[src/bots_pkg.sv]
// constants, types and register map of the branch output trip sequencer
package bots_pkg;

   // ****************************************
   // sizes and timing
   // ****************************************
   localparam int NUM_BRANCH = 4;
   localparam int DLY_W = 16;
   localparam int ADDR_W = 8;
   localparam int CLK_PERIOD_NS = 10;
   localparam int TICK_TIME_US = 1000;
   localparam int TICK_CYCLES_DEF = (TICK_TIME_US * 1000) / CLK_PERIOD_NS;

   // ****************************************
   // register offsets
   // ****************************************
   localparam logic [ADDR_W-1:0] OFS_CTRL = 8'h00;
   localparam logic [ADDR_W-1:0] OFS_PROT = 8'h04;
   localparam logic [ADDR_W-1:0] OFS_TEMP_SET = 8'h08;
   localparam logic [ADDR_W-1:0] OFS_RUN_THR = 8'h0C;
   localparam logic [ADDR_W-1:0] OFS_STATUS = 8'h10;
   localparam logic [ADDR_W-1:0] OFS_IRQ_STAT = 8'h14;
   localparam logic [ADDR_W-1:0] OFS_IRQ_CLR = 8'h18;
   localparam logic [ADDR_W-1:0] OFS_IRQ_EN = 8'h1C;
   localparam logic [ADDR_W-1:0] OFS_ON_DLY = 8'h20;
   localparam logic [ADDR_W-1:0] OFS_OFF_LAG = 8'h30;

   // ****************************************
   // reset values, top protection level and temperature hysteresis
   // ****************************************
   localparam logic [1:0] PROT_RST = 2'h1;
   localparam logic [1:0] PROT_MAX = 2'h2;
   localparam logic [7:0] TEMP_SET_RST = 8'h55;
   localparam logic [7:0] TEMP_HYST = 8'h03;
   localparam logic [15:0] RUN_THR_RST = 16'h0000;
   localparam logic [15:0] DLY_RST = 16'h0000;

   // ****************************************
   // field positions
   // ****************************************
   localparam int CTRL_TEST_LSB = 0;
   localparam int CTRL_TRIPEN_LSB = 4;
   localparam int CTRL_SEQ_BIT = 8;
   localparam int ST_TEMP_BIT = 4;
   localparam int ST_FAULT_BIT = 5;
   localparam int ST_TRIP_BIT = 6;
   localparam int ST_TRIPIN_BIT = 7;
   localparam int ST_LEVEL_LSB = 8;
   localparam int IRQ_W = 4;
   localparam int IRQ_TRIP = 0;
   localparam int IRQ_TEMP = 1;
   localparam int IRQ_RUN = 2;
   localparam int IRQ_DENY = 3;

   localparam logic [1:0] RESP_OKAY = 2'h0;
   localparam logic [1:0] RESP_SLVERR = 2'h2;

   // ****************************************
   // types
   // ****************************************
   typedef enum {CLS_FREE, CLS_MON, CLS_GEN, CLS_NONE} bots_cls_e;
   typedef enum {BR_IDLE, BR_DELAY, BR_ON, BR_LAG, BR_CUT} bots_br_e;

   typedef struct packed {
      logic seq_en;
      logic [NUM_BRANCH-1:0] trip_en;
      logic [NUM_BRANCH-1:0] test_on;
   } bots_ctrl_s;

   typedef struct packed {
      logic [DLY_W-1:0] on_delay;
      logic [DLY_W-1:0] off_lag;
   } bots_timing_s;

endpackage

[src/bots_branch.sv]
// startup delay and shutdown lag sequencer of one branch output
`timescale 1ns/100ps
module bots_branch
   import bots_pkg::*;
(
   input wire logic aclk,
   input wire logic aresetn,
   input wire logic tick,
   input wire logic start,
   input wire logic test_on,
   input wire logic trip_en,
   input wire logic seq_en,
   input wire logic trip,
   input wire bots_timing_s timing,
   output logic connected,
   output logic cut,
   output logic cut_evt
);

   bots_br_e state_reg;
   logic [DLY_W-1:0] cnt_reg;

   // ****************************************
   // branch state
   // ****************************************
   always_ff @(posedge aclk) begin
      if (!aresetn) begin
         state_reg <= BR_IDLE;
         cnt_reg <= DLY_RST;
      end else begin
         case (state_reg)
            BR_IDLE: begin
               cnt_reg <= DLY_RST;
               if (start && test_on && !(trip && trip_en)) begin
                  state_reg <= BR_DELAY;
               end
            end
            BR_DELAY: begin
               if (!test_on) begin
                  state_reg <= BR_IDLE;
               end else if (trip && trip_en) begin
                  state_reg <= BR_CUT;
               end else if (cnt_reg >= timing.on_delay) begin
                  state_reg <= BR_ON;
               end else if (tick) begin
                  cnt_reg <= cnt_reg + 16'h0001;
               end
            end
            BR_ON: begin
               cnt_reg <= DLY_RST;
               if (!test_on) begin
                  state_reg <= BR_IDLE;
               end else if (trip && trip_en) begin
                  // a disabled branch ignores the trip input in every state except the cut state, which it leaves only once the trip is released
                  if (seq_en && timing.off_lag != DLY_RST) begin
                     state_reg <= BR_LAG;
                  end else begin
                     state_reg <= BR_CUT;
                  end
               end
            end
            BR_LAG: begin
               if (cnt_reg >= timing.off_lag) begin
                  state_reg <= BR_CUT;
               end else if (tick) begin
                  cnt_reg <= cnt_reg + 16'h0001;
               end
            end
            BR_CUT: begin
               cnt_reg <= DLY_RST;
               // released trip restarts the startup delay, never an instant reconnect
               if (!trip) begin
                  state_reg <= BR_IDLE;
               end
            end
            default: begin
               state_reg <= BR_IDLE;
            end
         endcase
      end
   end

   always_ff @(posedge aclk) begin
      if (!aresetn) begin
         cut_evt <= 1'b0;
      end else begin
         cut_evt <= (state_reg != BR_CUT) && (state_reg != BR_IDLE) && trip && trip_en
            && !(state_reg == BR_ON && seq_en && timing.off_lag != DLY_RST)
            && !(state_reg == BR_LAG && cnt_reg < timing.off_lag);
      end
   end

   assign connected = (state_reg == BR_ON) || (state_reg == BR_LAG);
   assign cut = (state_reg == BR_CUT);

endmodule // bots_branch

[src/bots_top.sv]
// branch output trip sequencer with AXI4-Lite register slave
// Function
// - external trip input cuts every branch whose external trip enable is set
// - each branch has its own trip enable; disabled branches stay connected
// - with shutdown sequence set, an enabled branch disconnects after its own lag
// - each of four branches has its own startup connection delay
// - over-temperature output goes low when temperature exceeds its set value
// - run-time threshold resets to zero and zero never raises the alarm
// - level 0 lets every parameter be read and written
// - level 1 allows only monitor parameters, read and write
// - level 2 allows only reads of monitor parameters
// - protection level is 1 after reset
// - host reads settings, issues commands and changes level over the port
// - fault alarm output goes low when run time passes a nonzero threshold
//
// Implementation choices: the AXI4-Lite interface to the registers and the register addresses.
`timescale 1ns/100ps
module bots_top
   import bots_pkg::*;
#(
   parameter int TICK_CYCLES = TICK_CYCLES_DEF
)
(
   input wire logic aclk,
   input wire logic aresetn,
   input wire logic [ADDR_W-1:0] s_axi_awaddr,
   input wire logic s_axi_awvalid,
   output logic s_axi_awready,
   input wire logic [31:0] s_axi_wdata,
   input wire logic [3:0] s_axi_wstrb,
   input wire logic s_axi_wvalid,
   output logic s_axi_wready,
   output logic [1:0] s_axi_bresp,
   output logic s_axi_bvalid,
   input wire logic s_axi_bready,
   input wire logic [ADDR_W-1:0] s_axi_araddr,
   input wire logic s_axi_arvalid,
   output logic s_axi_arready,
   output logic [31:0] s_axi_rdata,
   output logic [1:0] s_axi_rresp,
   output logic s_axi_rvalid,
   input wire logic s_axi_rready,
   input wire logic external_trip_input,
   input wire logic self_test_done,
   input wire logic [7:0] temp_meas,
   input wire logic [15:0] run_time,
   output logic [NUM_BRANCH-1:0] branch_out,
   output logic over_temp_output,
   output logic fault_alarm_output,
   output logic trip_alarm_output,
   output logic irq
);

   localparam int TICK_W = $clog2(TICK_CYCLES + 1);

   // ****************************************
   // decode helpers
   // ****************************************
   function automatic bots_cls_e addr_class(input logic [ADDR_W-1:0] a);
      bots_cls_e c;
      c = CLS_NONE;
      if (a[1:0] == 2'h0) begin
         if (a == OFS_PROT || a == OFS_STATUS || a == OFS_IRQ_STAT || a == OFS_IRQ_CLR
             || a == OFS_IRQ_EN) begin
            c = CLS_FREE;
         end else if (a == OFS_TEMP_SET || a == OFS_RUN_THR) begin
            c = CLS_MON;
         end else if (a == OFS_CTRL || a[7:4] == OFS_ON_DLY[7:4]
                      || a[7:4] == OFS_OFF_LAG[7:4]) begin
            c = CLS_GEN;
         end
      end
      return c;
   endfunction

   function automatic logic access_ok(input bots_cls_e c, input logic [1:0] lvl,
                                      input logic is_wr);
      logic ok;
      ok = 1'b0;
      case (c)
         CLS_FREE: ok = 1'b1;
         CLS_MON: ok = (lvl < PROT_MAX) || !is_wr;
         CLS_GEN: ok = (lvl == 2'h0);
         default: ok = 1'b0;
      endcase
      return ok;
   endfunction

   function automatic logic [31:0] wmerge(input logic [31:0] old, input logic [31:0] nw,
                                          input logic [3:0] strb);
      logic [31:0] r;
      r = old;
      for (int i = 0; i < 4; i++) begin
         if (strb[i]) begin
            r[8*i +: 8] = nw[8*i +: 8];
         end
      end
      return r;
   endfunction

   // ****************************************
   // AXI4-Lite write channel
   // ****************************************
   logic aw_have_reg, w_have_reg;
   logic [ADDR_W-1:0] aw_addr_reg;
   logic [31:0] w_data_reg;
   logic [3:0] w_strb_reg;
   logic wr_do, wr_ok;
   bots_cls_e wr_cls;
   logic [1:0] prot_reg;

   assign s_axi_awready = !aw_have_reg && !s_axi_bvalid;
   assign s_axi_wready = !w_have_reg && !s_axi_bvalid;
   assign wr_do = aw_have_reg && w_have_reg && !s_axi_bvalid;
   assign wr_cls = addr_class(aw_addr_reg);
   assign wr_ok = access_ok(wr_cls, prot_reg, 1'b1)
      && !(aw_addr_reg == OFS_PROT && w_strb_reg[0] && w_data_reg[1:0] > PROT_MAX);

   always_ff @(posedge aclk) begin
      if (!aresetn) begin
         aw_have_reg <= 1'b0;
         w_have_reg <= 1'b0;
         aw_addr_reg <= '0;
         w_data_reg <= 32'h00000000;
         w_strb_reg <= 4'h0;
         s_axi_bvalid <= 1'b0;
         s_axi_bresp <= RESP_OKAY;
      end else begin
         if (s_axi_awvalid && s_axi_awready) begin
            aw_have_reg <= 1'b1;
            aw_addr_reg <= s_axi_awaddr;
         end
         if (s_axi_wvalid && s_axi_wready) begin
            w_have_reg <= 1'b1;
            w_data_reg <= s_axi_wdata;
            w_strb_reg <= s_axi_wstrb;
         end
         if (wr_do) begin
            aw_have_reg <= 1'b0;
            w_have_reg <= 1'b0;
            s_axi_bvalid <= 1'b1;
            s_axi_bresp <= wr_ok ? RESP_OKAY : RESP_SLVERR;
         end else if (s_axi_bvalid && s_axi_bready) begin
            s_axi_bvalid <= 1'b0;
         end
      end
   end

   // ****************************************
   // configuration registers
   // ****************************************
   bots_ctrl_s ctrl_reg;
   logic [7:0] temp_set_reg;
   logic [15:0] run_thr_reg;
   bots_timing_s tim_reg [NUM_BRANCH];
   logic [IRQ_W-1:0] irq_en_reg;
   logic [31:0] cur_word;
   logic [1:0] wr_idx;

   assign wr_idx = aw_addr_reg[3:2];
   assign cur_word = 32'(prot_reg) << ST_LEVEL_LSB;

   always_ff @(posedge aclk) begin
      if (!aresetn) begin
         prot_reg <= PROT_RST;
      end else if (wr_do && wr_ok && aw_addr_reg == OFS_PROT && w_strb_reg[0]) begin
         prot_reg <= w_data_reg[1:0];
      end
   end

   always_ff @(posedge aclk) begin
      if (!aresetn) begin
         ctrl_reg <= '0;
         temp_set_reg <= TEMP_SET_RST;
         run_thr_reg <= RUN_THR_RST;
         irq_en_reg <= '0;
      end else if (wr_do && wr_ok) begin
         if (aw_addr_reg == OFS_CTRL) begin
            ctrl_reg <= bots_ctrl_s'(9'(wmerge({23'h000000, ctrl_reg}, w_data_reg,
                                                w_strb_reg)));
         end
         if (aw_addr_reg == OFS_TEMP_SET && w_strb_reg[0]) begin
            temp_set_reg <= w_data_reg[7:0];
         end
         if (aw_addr_reg == OFS_RUN_THR) begin
            run_thr_reg <= 16'(wmerge({16'h0000, run_thr_reg}, w_data_reg, w_strb_reg));
         end
         if (aw_addr_reg == OFS_IRQ_EN && w_strb_reg[0]) begin
            irq_en_reg <= w_data_reg[IRQ_W-1:0];
         end
      end
   end

   always_ff @(posedge aclk) begin
      if (!aresetn) begin
         for (int i = 0; i < NUM_BRANCH; i++) begin
            tim_reg[i] <= '{on_delay: DLY_RST, off_lag: DLY_RST};
         end
      end else if (wr_do && wr_ok && wr_cls == CLS_GEN) begin
         if (aw_addr_reg[7:4] == OFS_ON_DLY[7:4]) begin
            tim_reg[wr_idx].on_delay <= 16'(wmerge({16'h0000, tim_reg[wr_idx].on_delay},
                                                   w_data_reg, w_strb_reg));
         end
         if (aw_addr_reg[7:4] == OFS_OFF_LAG[7:4]) begin
            tim_reg[wr_idx].off_lag <= 16'(wmerge({16'h0000, tim_reg[wr_idx].off_lag},
                                                  w_data_reg, w_strb_reg));
         end
      end
   end

   // ****************************************
   // branch sequencers
   // ****************************************
   logic [TICK_W-1:0] tick_cnt_reg;
   logic tick;
   logic [NUM_BRANCH-1:0] cut_vec, cut_evt_vec;

   always_ff @(posedge aclk) begin
      if (!aresetn) begin
         tick_cnt_reg <= '0;
      end else if (tick) begin
         tick_cnt_reg <= '0;
      end else begin
         tick_cnt_reg <= tick_cnt_reg + TICK_W'(1);
      end
   end
   assign tick = (tick_cnt_reg == TICK_W'(TICK_CYCLES - 1));

   for (genvar g = 0; g < NUM_BRANCH; g++) begin : g_branch
      bots_branch u_branch (
         .aclk(aclk),
         .aresetn(aresetn),
         .tick(tick),
         .start(self_test_done),
         .test_on(ctrl_reg.test_on[g]),
         .trip_en(ctrl_reg.trip_en[g]),
         .seq_en(ctrl_reg.seq_en),
         .trip(external_trip_input),
         .timing(tim_reg[g]),
         .connected(branch_out[g]),
         .cut(cut_vec[g]),
         .cut_evt(cut_evt_vec[g])
      );
   end

   // ****************************************
   // monitor outputs
   // ****************************************
   always_ff @(posedge aclk) begin
      if (!aresetn) begin
         over_temp_output <= 1'b1;
      end else if (temp_meas > temp_set_reg) begin
         over_temp_output <= 1'b0;
      end else if ({1'b0, temp_meas} + {1'b0, TEMP_HYST} <= {1'b0, temp_set_reg}) begin
         over_temp_output <= 1'b1;
      end
   end

   always_ff @(posedge aclk) begin
      if (!aresetn) begin
         fault_alarm_output <= 1'b1;
      end else begin
         // zero threshold means the maintenance alarm is switched off
         fault_alarm_output <= !(run_thr_reg != RUN_THR_RST && run_time > run_thr_reg);
      end
   end

   always_ff @(posedge aclk) begin
      if (!aresetn) begin
         trip_alarm_output <= 1'b1;
      end else begin
         trip_alarm_output <= !(|cut_vec);
      end
   end

   // ****************************************
   // interrupts
   // ****************************************
   logic [IRQ_W-1:0] irq_stat_reg, irq_set, irq_clr;
   logic rd_deny;

   assign irq_set[IRQ_TRIP] = |cut_evt_vec;
   assign irq_set[IRQ_TEMP] = (temp_meas > temp_set_reg) && over_temp_output;
   assign irq_set[IRQ_RUN] = (run_thr_reg != RUN_THR_RST && run_time > run_thr_reg)
      && fault_alarm_output;
   assign irq_set[IRQ_DENY] = (wr_do && !wr_ok) || rd_deny;
   assign irq_clr = (wr_do && aw_addr_reg == OFS_IRQ_CLR && w_strb_reg[0]) ?
      w_data_reg[IRQ_W-1:0] : '0;

   always_ff @(posedge aclk) begin
      if (!aresetn) begin
         irq_stat_reg <= '0;
      end else begin
         // a new event in the clearing cycle survives the clear
         irq_stat_reg <= (irq_stat_reg & ~irq_clr) | irq_set;
      end
   end
   assign irq = |(irq_stat_reg & irq_en_reg);

   // ****************************************
   // AXI4-Lite read channel
   // ****************************************
   bots_cls_e rd_cls;
   logic [31:0] rd_word;

   assign s_axi_arready = !s_axi_rvalid;
   assign rd_cls = addr_class(s_axi_araddr);
   assign rd_deny = s_axi_arvalid && s_axi_arready && !access_ok(rd_cls, prot_reg, 1'b0);

   always_comb begin
      rd_word = 32'h00000000;
      case (s_axi_araddr)
         OFS_CTRL: rd_word = {23'h000000, ctrl_reg};
         OFS_PROT: rd_word = {30'h00000000, prot_reg};
         OFS_TEMP_SET: rd_word = {24'h000000, temp_set_reg};
         OFS_RUN_THR: rd_word = {16'h0000, run_thr_reg};
         OFS_STATUS: begin
            rd_word = cur_word;
            rd_word[NUM_BRANCH-1:0] = branch_out;
            rd_word[ST_TEMP_BIT] = over_temp_output;
            rd_word[ST_FAULT_BIT] = fault_alarm_output;
            rd_word[ST_TRIP_BIT] = trip_alarm_output;
            rd_word[ST_TRIPIN_BIT] = external_trip_input;
         end
         OFS_IRQ_STAT: rd_word = {28'h0000000, irq_stat_reg};
         OFS_IRQ_EN: rd_word = {28'h0000000, irq_en_reg};
         default: begin
            if (rd_cls == CLS_GEN && s_axi_araddr[7:4] == OFS_ON_DLY[7:4]) begin
               rd_word = {16'h0000, tim_reg[s_axi_araddr[3:2]].on_delay};
            end else if (rd_cls == CLS_GEN) begin
               rd_word = {16'h0000, tim_reg[s_axi_araddr[3:2]].off_lag};
            end
         end
      endcase
   end

   always_ff @(posedge aclk) begin
      if (!aresetn) begin
         s_axi_rvalid <= 1'b0;
         s_axi_rdata <= 32'h00000000;
         s_axi_rresp <= RESP_OKAY;
      end else if (s_axi_arvalid && s_axi_arready) begin
         s_axi_rvalid <= 1'b1;
         s_axi_rdata <= rd_deny ? 32'h00000000 : rd_word;
         s_axi_rresp <= rd_deny ? RESP_SLVERR : RESP_OKAY;
      end else if (s_axi_rvalid && s_axi_rready) begin
         s_axi_rvalid <= 1'b0;
      end
   end

   for (genvar g = 0; g < NUM_BRANCH; g++) begin : g_chk

   end
endmodule // bots_top

[config.mk]
export PLATFORM = sky130hd
export DESIGN_NAME = bots_top
export DESIGN_NICKNAME = d
export VERILOG_FILES = /design/src/bots_pkg.sv /design/src/bots_branch.sv /design/src/bots_top.sv
export SDC_FILE = /design/constraint.sdc
export NUM_CORES = 1
export LEC_CHECK = 0
export ABC_AREA = 1
export BUFFER_PORTS_ARGS = -buffer_cell sky130_fd_sc_hd__buf_2
export CORE_ASPECT_RATIO = 0.5
export CORE_UTILIZATION = 41
export CTS_CLUSTER_SIZE = 40
export DETAILED_ROUTE_END_ITERATION = 16
export GPL_ROUTABILITY_DRIVEN = 0
export GPL_TIMING_DRIVEN = 1
export HOLD_SLACK_MARGIN = 0.02
export PLACE_DENSITY = 0.69
export SYNTH_ARGS = -nofsm -noshare
export SYNTH_HDL_FRONTEND = slang
export SYNTH_SLANG_ARGS = --single-unit
[constraint.sdc]
create_clock -name aclk -period 4.6 [get_ports aclk]
set_input_delay 0.69 -clock aclk [delete_from_list [all_inputs] [get_ports aclk]]
set_output_delay 0.69 -clock aclk [all_outputs]
set_load 0.01 [all_outputs]
==> flow_summary.yaml, run 1 <==
run_status:
  outcome: "finished, final reports clean"
global_routing:
  grt_pass1_vias: 17660
  track_usage_pct: 25.70
  grt_max_degree: 112
  antenna_found_initial: 0
  grt_pass1_wl_mm: 102.0
  grt_overflow: 0
place:
  place_inst: 3405
  placed_cell_area_um2: 21520
  port_buffers: 97
  place_ws_ps: 1112
  hpwl_mm: 51.43
floorplanning:
  chipWidth_um: 318.6
  core_area_um2: 49000
  dieHeight_um: 160.3
  num_rows: 57
  dieArea_um2: 51080
  initial_core_util_pct: 41.94
  io_pins: 134
clock_tree:
  cts_tree: "yes"
  htreeDepth: 1
  clk_pin_slew_worst_paths_ps: 70
  cts.repair.resized: 0
  clk_path_buf_depth: 3
  ctsHoldBuffers: 0
  cts_inserted_buffers: 31
  postCtsSetupBuffers: 0
  clock_latency_ps: 610
  root_buffer: "clkbuf_16"
  cts.sinks: 319
yosys:
  postSynthCellCount: 2732
  synth-adder-area-share_pct: 10.11
  synth_xor_area_share_pct: 2.046
  synthMuxAreaShare_pct: 0
  ys_warn_count: 0
  async_reset_ff_share_pct: 0
  ys_ff_latch: 319
  synth_edf_count: 128
  ys_types: 49
  seq_area_frac_synth_pct: 37.31
  synth.avg_cell_area_um2: 7.522
  syn_area_um2: 20550
  synth_top_family_by_area: "simple AND/OR/NAND/NOR gates"
  synth-simple-area-share_pct: 28.68
  synth-main-ff-cell: "dfxtp_1"
  synth_top_area_share_pct: 18.70
  synth_compound_area_share_pct: 12.68
  synth_top_cell_by_area: "edfxtp_1"
  synth_area_leaders: "edfxtp_1 (19%), dfxtp_1 (19%), ha_1 (10%), nand2_1 (9.3%), inv_1 (6.3%)"
power_and_ir_drop:
  vdd_drop_max_v: 0.0002613
  p_leak_nw: 9.112
  power_density_nw_per_um2: 337.0
  power_mw: 7.622
setup_path:
  crit_type: "reg -> reg"
  worstPathArrival_ps: 3750
  path_max_fanout: 27
  cp_data_required_time_ps: 4810
  cp-end-kind: "flop"
  critPathLaunchType: "flop"
timing:
  worst_pin_slew_ps: 1171
  hold-worst-slack_ps: 335.4
  slew_headroom_pct: 21.73
  setup_viol: 0
  finalHoldViolations: 0
  clock.fmax_ghz: 0.2826
  setup_tns_ps: 0
  skew_ps: 26.65
  rsz0062_at_grt: "false"
  slew_viol_final: 0
  setup_slack_ps: 1062
  fin_crit_sh_pct: 76.92
  layout_min_cycle_time_ps: 3538
route:
  via_per_inst: 5.704
  num_vias: 19760
  dr.pass1.iters: 6
  wl_mm: 68.00
  drc: 0
  wl_per_cell_um: 19.63
  first_iter_violations: 2511
  postRouteAntennaNets: 0
cells_and_area:
  layout.nets: 3040
  drive_above_1_share_pct: 9.133
  syn_to_final_growth_pct: 10.05
  fillerInstances: 4766
  stdcell_area_um2: 22620
  fin_util_pct: 46.16
  fin_cells: 3464
  largest_register_ff_count: 128
run:
  drv_cap: 0
hold_path:
  hold_class: "in -> reg"
critical path, cell delays in order (launching register included):
cell and delay [ps]:
dfxtp_1 430, inv_2 80, nor2_4 270, o211ai_1 200
nand3_2 140, nand3_4 150, a21oi_4 360, nand3_4 430
o21ai_0 1050
final cells by class:
| type | instances | area (um^2) | share of cell area (%) |
|---|---|---|---|
| timing repair buffer | 110 | 595.6 | 2.633 |
| antenna | 1 | 2.502 | 0.01107 |
| tap | 649 | 812.0 | 3.591 |
| inverter | 360 | 1354 | 5.986 |
| clock buffer | 38 | 873.3 | 3.862 |
| sequential | 319 | 7667 | 33.90 |
| multi-input combinational | 1967 | 11090 | 49.03 |
| clock inverter | 20 | 222.7 | 0.9848 |
where the power goes:
group,internal [mW],total [mW],switching [mW]
registers,3.06,3.21,0.145
clock network,1.54,2.78,1.24
logic,0.439,1.63,1.19
synth_stat cells, types with 8 or more instances:
cell	n
o21a_1	10
buf_4	24
ha_1	166
nand3_1	106
dfxtp_1	191
o211ai_1	24
or2_2	8
xor2_1	40
nor2_1	336
nand2_1	508
buf_2	20
inv_1	345
o21ai_0	100
nand4_1	138
clkbuf_1	54
nor3_1	70
xnor2_1	8
nor3_2	42
nor4_1	18
inv_2	9
o22ai_1	41
edfxtp_1	128
a22oi_1	13
a21oi_1	253
placed cells by master, fill, tap and decap left out, drive strengths merged, types with 2 or more instances in the layout:
cell type,Yosys,routed
a31oi,3,3
clkinv,6,14
nand3b,4,4
o31ai,2,2
a211oi,5,5
nor3,113,113
nor3b,7,7
bufinv,0,3
nand2,514,514
o21ai,100,100
nand4,138,138
edfxtp,128,128
dfxtp,191,191
o221ai,4,4
inv,354,360
conb,1,18
or2,8,8
o21a,10,10
xor2,40,40
a22oi,13,13
buf,49,110
clkinvlp,0,3
and2,2,2
nor2,346,346
ha,166,166
xnor2,8,8
o21bai,5,5
o211ai,24,24
o22ai,41,41
a21oi,259,259
nand3,115,115
clkbuf,54,38
nor4,18,18
kinds of logic after synthesis:
group / Yosys count
AO/OA/AOI/OAI: 469
XOR/XNOR: 48
adder cells (fa/ha/maj): 166
buffers and inverters: 463
flip-flops: 319
other: 1
AND/OR/NAND/NOR: 1266
worst paths after layout:
check | slack [ps] | cells after the start | from | endpoint
worst min register to register | 450 | 1 | tick_cnt_reg[0] | tick_cnt_reg[0]
worst max register to register | 1060 | 8 | aw_addr_reg[2] | tim_reg[0][12]
worst max-delay path | 1060 | 8 | aw_addr_reg[2] | tim_reg[0][12]
worst min-delay path | 340 | 4 | s_axi_bready | s_axi_bvalid
per-layer routing:
metal / vias up / wire, um / GRT usage (%)
li1: 9357 / - / -
met1: 9176 / 28640 / 35.80
met2: 1070 / 28510 / 38.46
met3: 157 / 8213 / 6.066
met4: 0 / 2634 / 9.838
met5: - / 0 / 0
Note: power is estimated with default switching activity, not from simulation.
==> inputs of run 2 (changes only) <==
--- a/config.mk
+++ b/config.mk
@@ -14,7 +14,7 @@
 export GPL_ROUTABILITY_DRIVEN = 0
 export GPL_TIMING_DRIVEN = 1
 export HOLD_SLACK_MARGIN = 0.02
-export PLACE_DENSITY = 0.69
+export PLACE_DENSITY = 0.71
 export SYNTH_ARGS = -nofsm -noshare
 export SYNTH_HDL_FRONTEND = slang
 export SYNTH_SLANG_ARGS = --single-unit
==> constraint.sdc (replaced) <==
create_clock -name aclk -period 3 [get_ports aclk]
set_input_delay 0.45 -clock aclk [delete_from_list [all_inputs] [get_ports aclk]]
set_output_delay 0.45 -clock aclk [all_outputs]
set_load 0.01 [all_outputs]
==> run 2 against run 1 <==
  * Flip-flop and latch count stayed put
  * Sequential share of layout area shrank 0.57 points
  * First-iteration DRC count increased by 18%
  * Worst setup slack worse by 750 ps
  * Count of clock-buffer cells in the layout is 11 higher
  * Global-route usage rose by 0.72 points
  * Non-clock buffer count grew 43
  * Largest cell class unchanged
  * Routed wire length is 2.3% higher
  * Die area did not move
  * Register-to-register slack got worse by 750 ps
  * Critical path type unchanged
  * Cell count up 1.3%
  * Total power is 59% higher
==> flow_summary.yaml, run 2 (synthesis results as in run 1) <==
place:
  port_buffers: 97
  hpwl_mm: 52.28
floorplanning:
  num_rows: 57
  initial_core_util_pct: 41.94
  io_pins: 134
  dieArea_um2: 51080
  chipWidth_um: 318.6
  core_area_um2: 49000
  dieHeight_um: 160.3
clock_tree:
  clock_latency_ps: 550
  cts_tree: "yes"
  cts_inserted_buffers: 34
  clk_pin_slew_worst_paths_ps: 60
  cts.repair.resized: 0
  ctsHoldBuffers: 0
  clk_path_buf_depth: 3
  root_buffer: "clkbuf_16"
  postCtsSetupBuffers: 0
  htreeDepth: 2
  cts.sinks: 319
setup_path:
  cp-end-kind: "flop"
  crit_type: "reg -> reg"
  critPathLaunchType: "flop"
  critPathMaxStageDelay_ps: 430
  path_max_fanout: 10
  rr_endpoint: "tim_reg[1][20]"
  rr_startpoint: "aw_addr_reg[2]"
  crit_path_cell_trace: "inv_2 > nor2_4 > o211ai_1 > nand3_2 > nand3_4 > nor2_8 > nand3_4 > inv_2 > nand2_2 > nand2_1"
  r2r_cells: 10
  cp_data_required_time_ps: 3200
  worstPathArrival_ps: 2890
  rrSetupSlack_ps: 310
  crit_path_top_delay_cell: "dfxtp_1"
timing:
  fin_crit_sh_pct: 89.51
  setup_tns_ps: 0
  skew_ps: 21.53
  finalHoldViolations: 0
  worst_pin_slew_ps: 1210
  layout_min_cycle_time_ps: 2685
  clock.fmax_ghz: 0.3724
  rsz0062_at_grt: "false"
  slew_headroom_pct: 19.07
  slew_viol_final: 0
  setup_viol: 0
power_and_ir_drop:
  clockPowerShare_pct: 37.5
  vdd_drop_max_v: 0.0003123
  pwr-share-seq_pct: 40.7
  comb_power_share_pct: 21.8
  p_int_mw: 8.135
  p_sw_share_pct: 32.71
  power_density_nw_per_um2: 525.5
  power_mw: 12.09
  switchingPower_mw: 3.954
  p_leak_nw: 9.351
route:
  wl_mm: 69.55
  dr.pass1.iters: 5
  via_per_inst: 5.738
  first_iter_violations: 2971
  wl_per_cell_um: 19.82
  postRouteAntennaNets: 0
  drc: 0
  num_vias: 20136
hold_path:
  hold_class: "in -> reg"
  whs_path_depth: 4
  min_from: "s_axi_bready"
  min_to: "s_axi_bvalid"
run_status:
  outcome: "finished, final reports clean"
cells_and_area:
  layout.nets: 3086
  drive_above_1_share_pct: 10.39
  mostFrequentLayoutCells: "nand2_1 (508), inv_1 (345), nor2_1 (336), a21oi_1 (253), dfxtp_1 (191)"
  layout_commonest_cell: "nand2_1"
  fillerInstances: 4732
  syn_to_final_growth_pct: 11.93
  largest_register_ff_count: 128
global_routing:
  grt_overflow: 0
  grt_pass1_vias: 18051
  antenna_found_initial: 3
  grt_max_degree: 78
  track_usage_pct: 26.42
  grt_pass1_wl_mm: 104.6
run:
  drv_cap: 0
==> run 2: cell count changes in the layout (fill, tap and decap cells not counted), moves of 3 or more <==
cell	delta
buf_4	+43
clkbuf_1	+7
clkbuf_16	+5
clkinv_2	+3
clkinv_4	-5
clkinvlp_4	-3
==> run 2: per-layer routing <==
| layer | GRT usage, % | vias to the layer above | share of wire [%] |
|---|---|---|---|
| met5 | 0 | - | 0.019 |
| met4 | 10.83 | 2 | 4.6 |
| met3 | 6.784 | 196 | 13 |
| met2 | 38.50 | 1140 | 41 |
| met1 | 37.03 | 9344 | 42 |
| li1 | - | 9454 | - |
==> run 2: critical path: cells and delay by family, from the launching register on <==
family / cells / cell delay (ps)
buf+inv: 2 / 240
compound gates: 1 / 190
simple gates: 7 / 1490
flops: 1 / 430
==> run 2: cell type report <==
type                    count  area, um^2  share of cell area, %
multi-input cells        1967       11090                  48.20
flip-flops and latches    319        7667                  33.33
inverters                 360        1353                  5.880
clock buffers              49        1002                  4.357
repair buffers            153       918.4                  3.992
well taps                 649       812.0                  3.530
clock inverters            11       160.2                 0.6962
diodes                      1       2.502                0.01088
==> run 2: worst max path at each step <==
stage	from	endpoint	slack (ps)	cells after the start
final	aw_addr_reg[2]	tim_reg[1][20]	310	10
after global routing	aw_addr_reg[3]	tim_reg[1][22]	150	11
after CTS	aw_addr_reg[3]	tim_reg[1][20]	370	11
after detailed placement	s_axi_araddr[4]	s_axi_rdata[6]	220	11
after global placement	s_axi_araddr[3]	s_axi_rdata[6]	280	15
after floorplan	aw_addr_reg[4]	tim_reg[0][10]	440	10
==> run 2: per-stage QoR <==
| stage | utilization (%) | hold slack [ps] | setup slack, ps | cells | area [um^2] |
|---|---|---|---|---|---|
| 2_1_floorplan | - | 417.6 | 440.5 | 2749 | 20610 |
| 3_3_place_gp | 44.57 | 429.5 | 284.2 | 3448 | 21840 |
| 3_5_place_dp | 44.57 | 438.5 | 218.6 | 3448 | 21840 |
| 4_1_cts | 46.94 | 159.0 | 373.5 | 3508 | 23000 |
| 5_1_grt | 46.95 | 207.2 | 148.0 | 3509 | 23000 |
| 6_report | 46.95 | 169.3 | 314.6 | 3509 | 23000 |
==> run 2: power groups by stage <==
stage          Clock (mW)  Combinational [mW]  Sequential, mW
2_1_floorplan           0                1.76            4.92
3_3_place_gp            0                2.50            5.00
3_5_place_dp            0                2.55            5.00
4_1_cts              4.55                2.56            4.91
5_1_grt              4.71                2.88            4.94
6_report             4.54                2.63            4.92
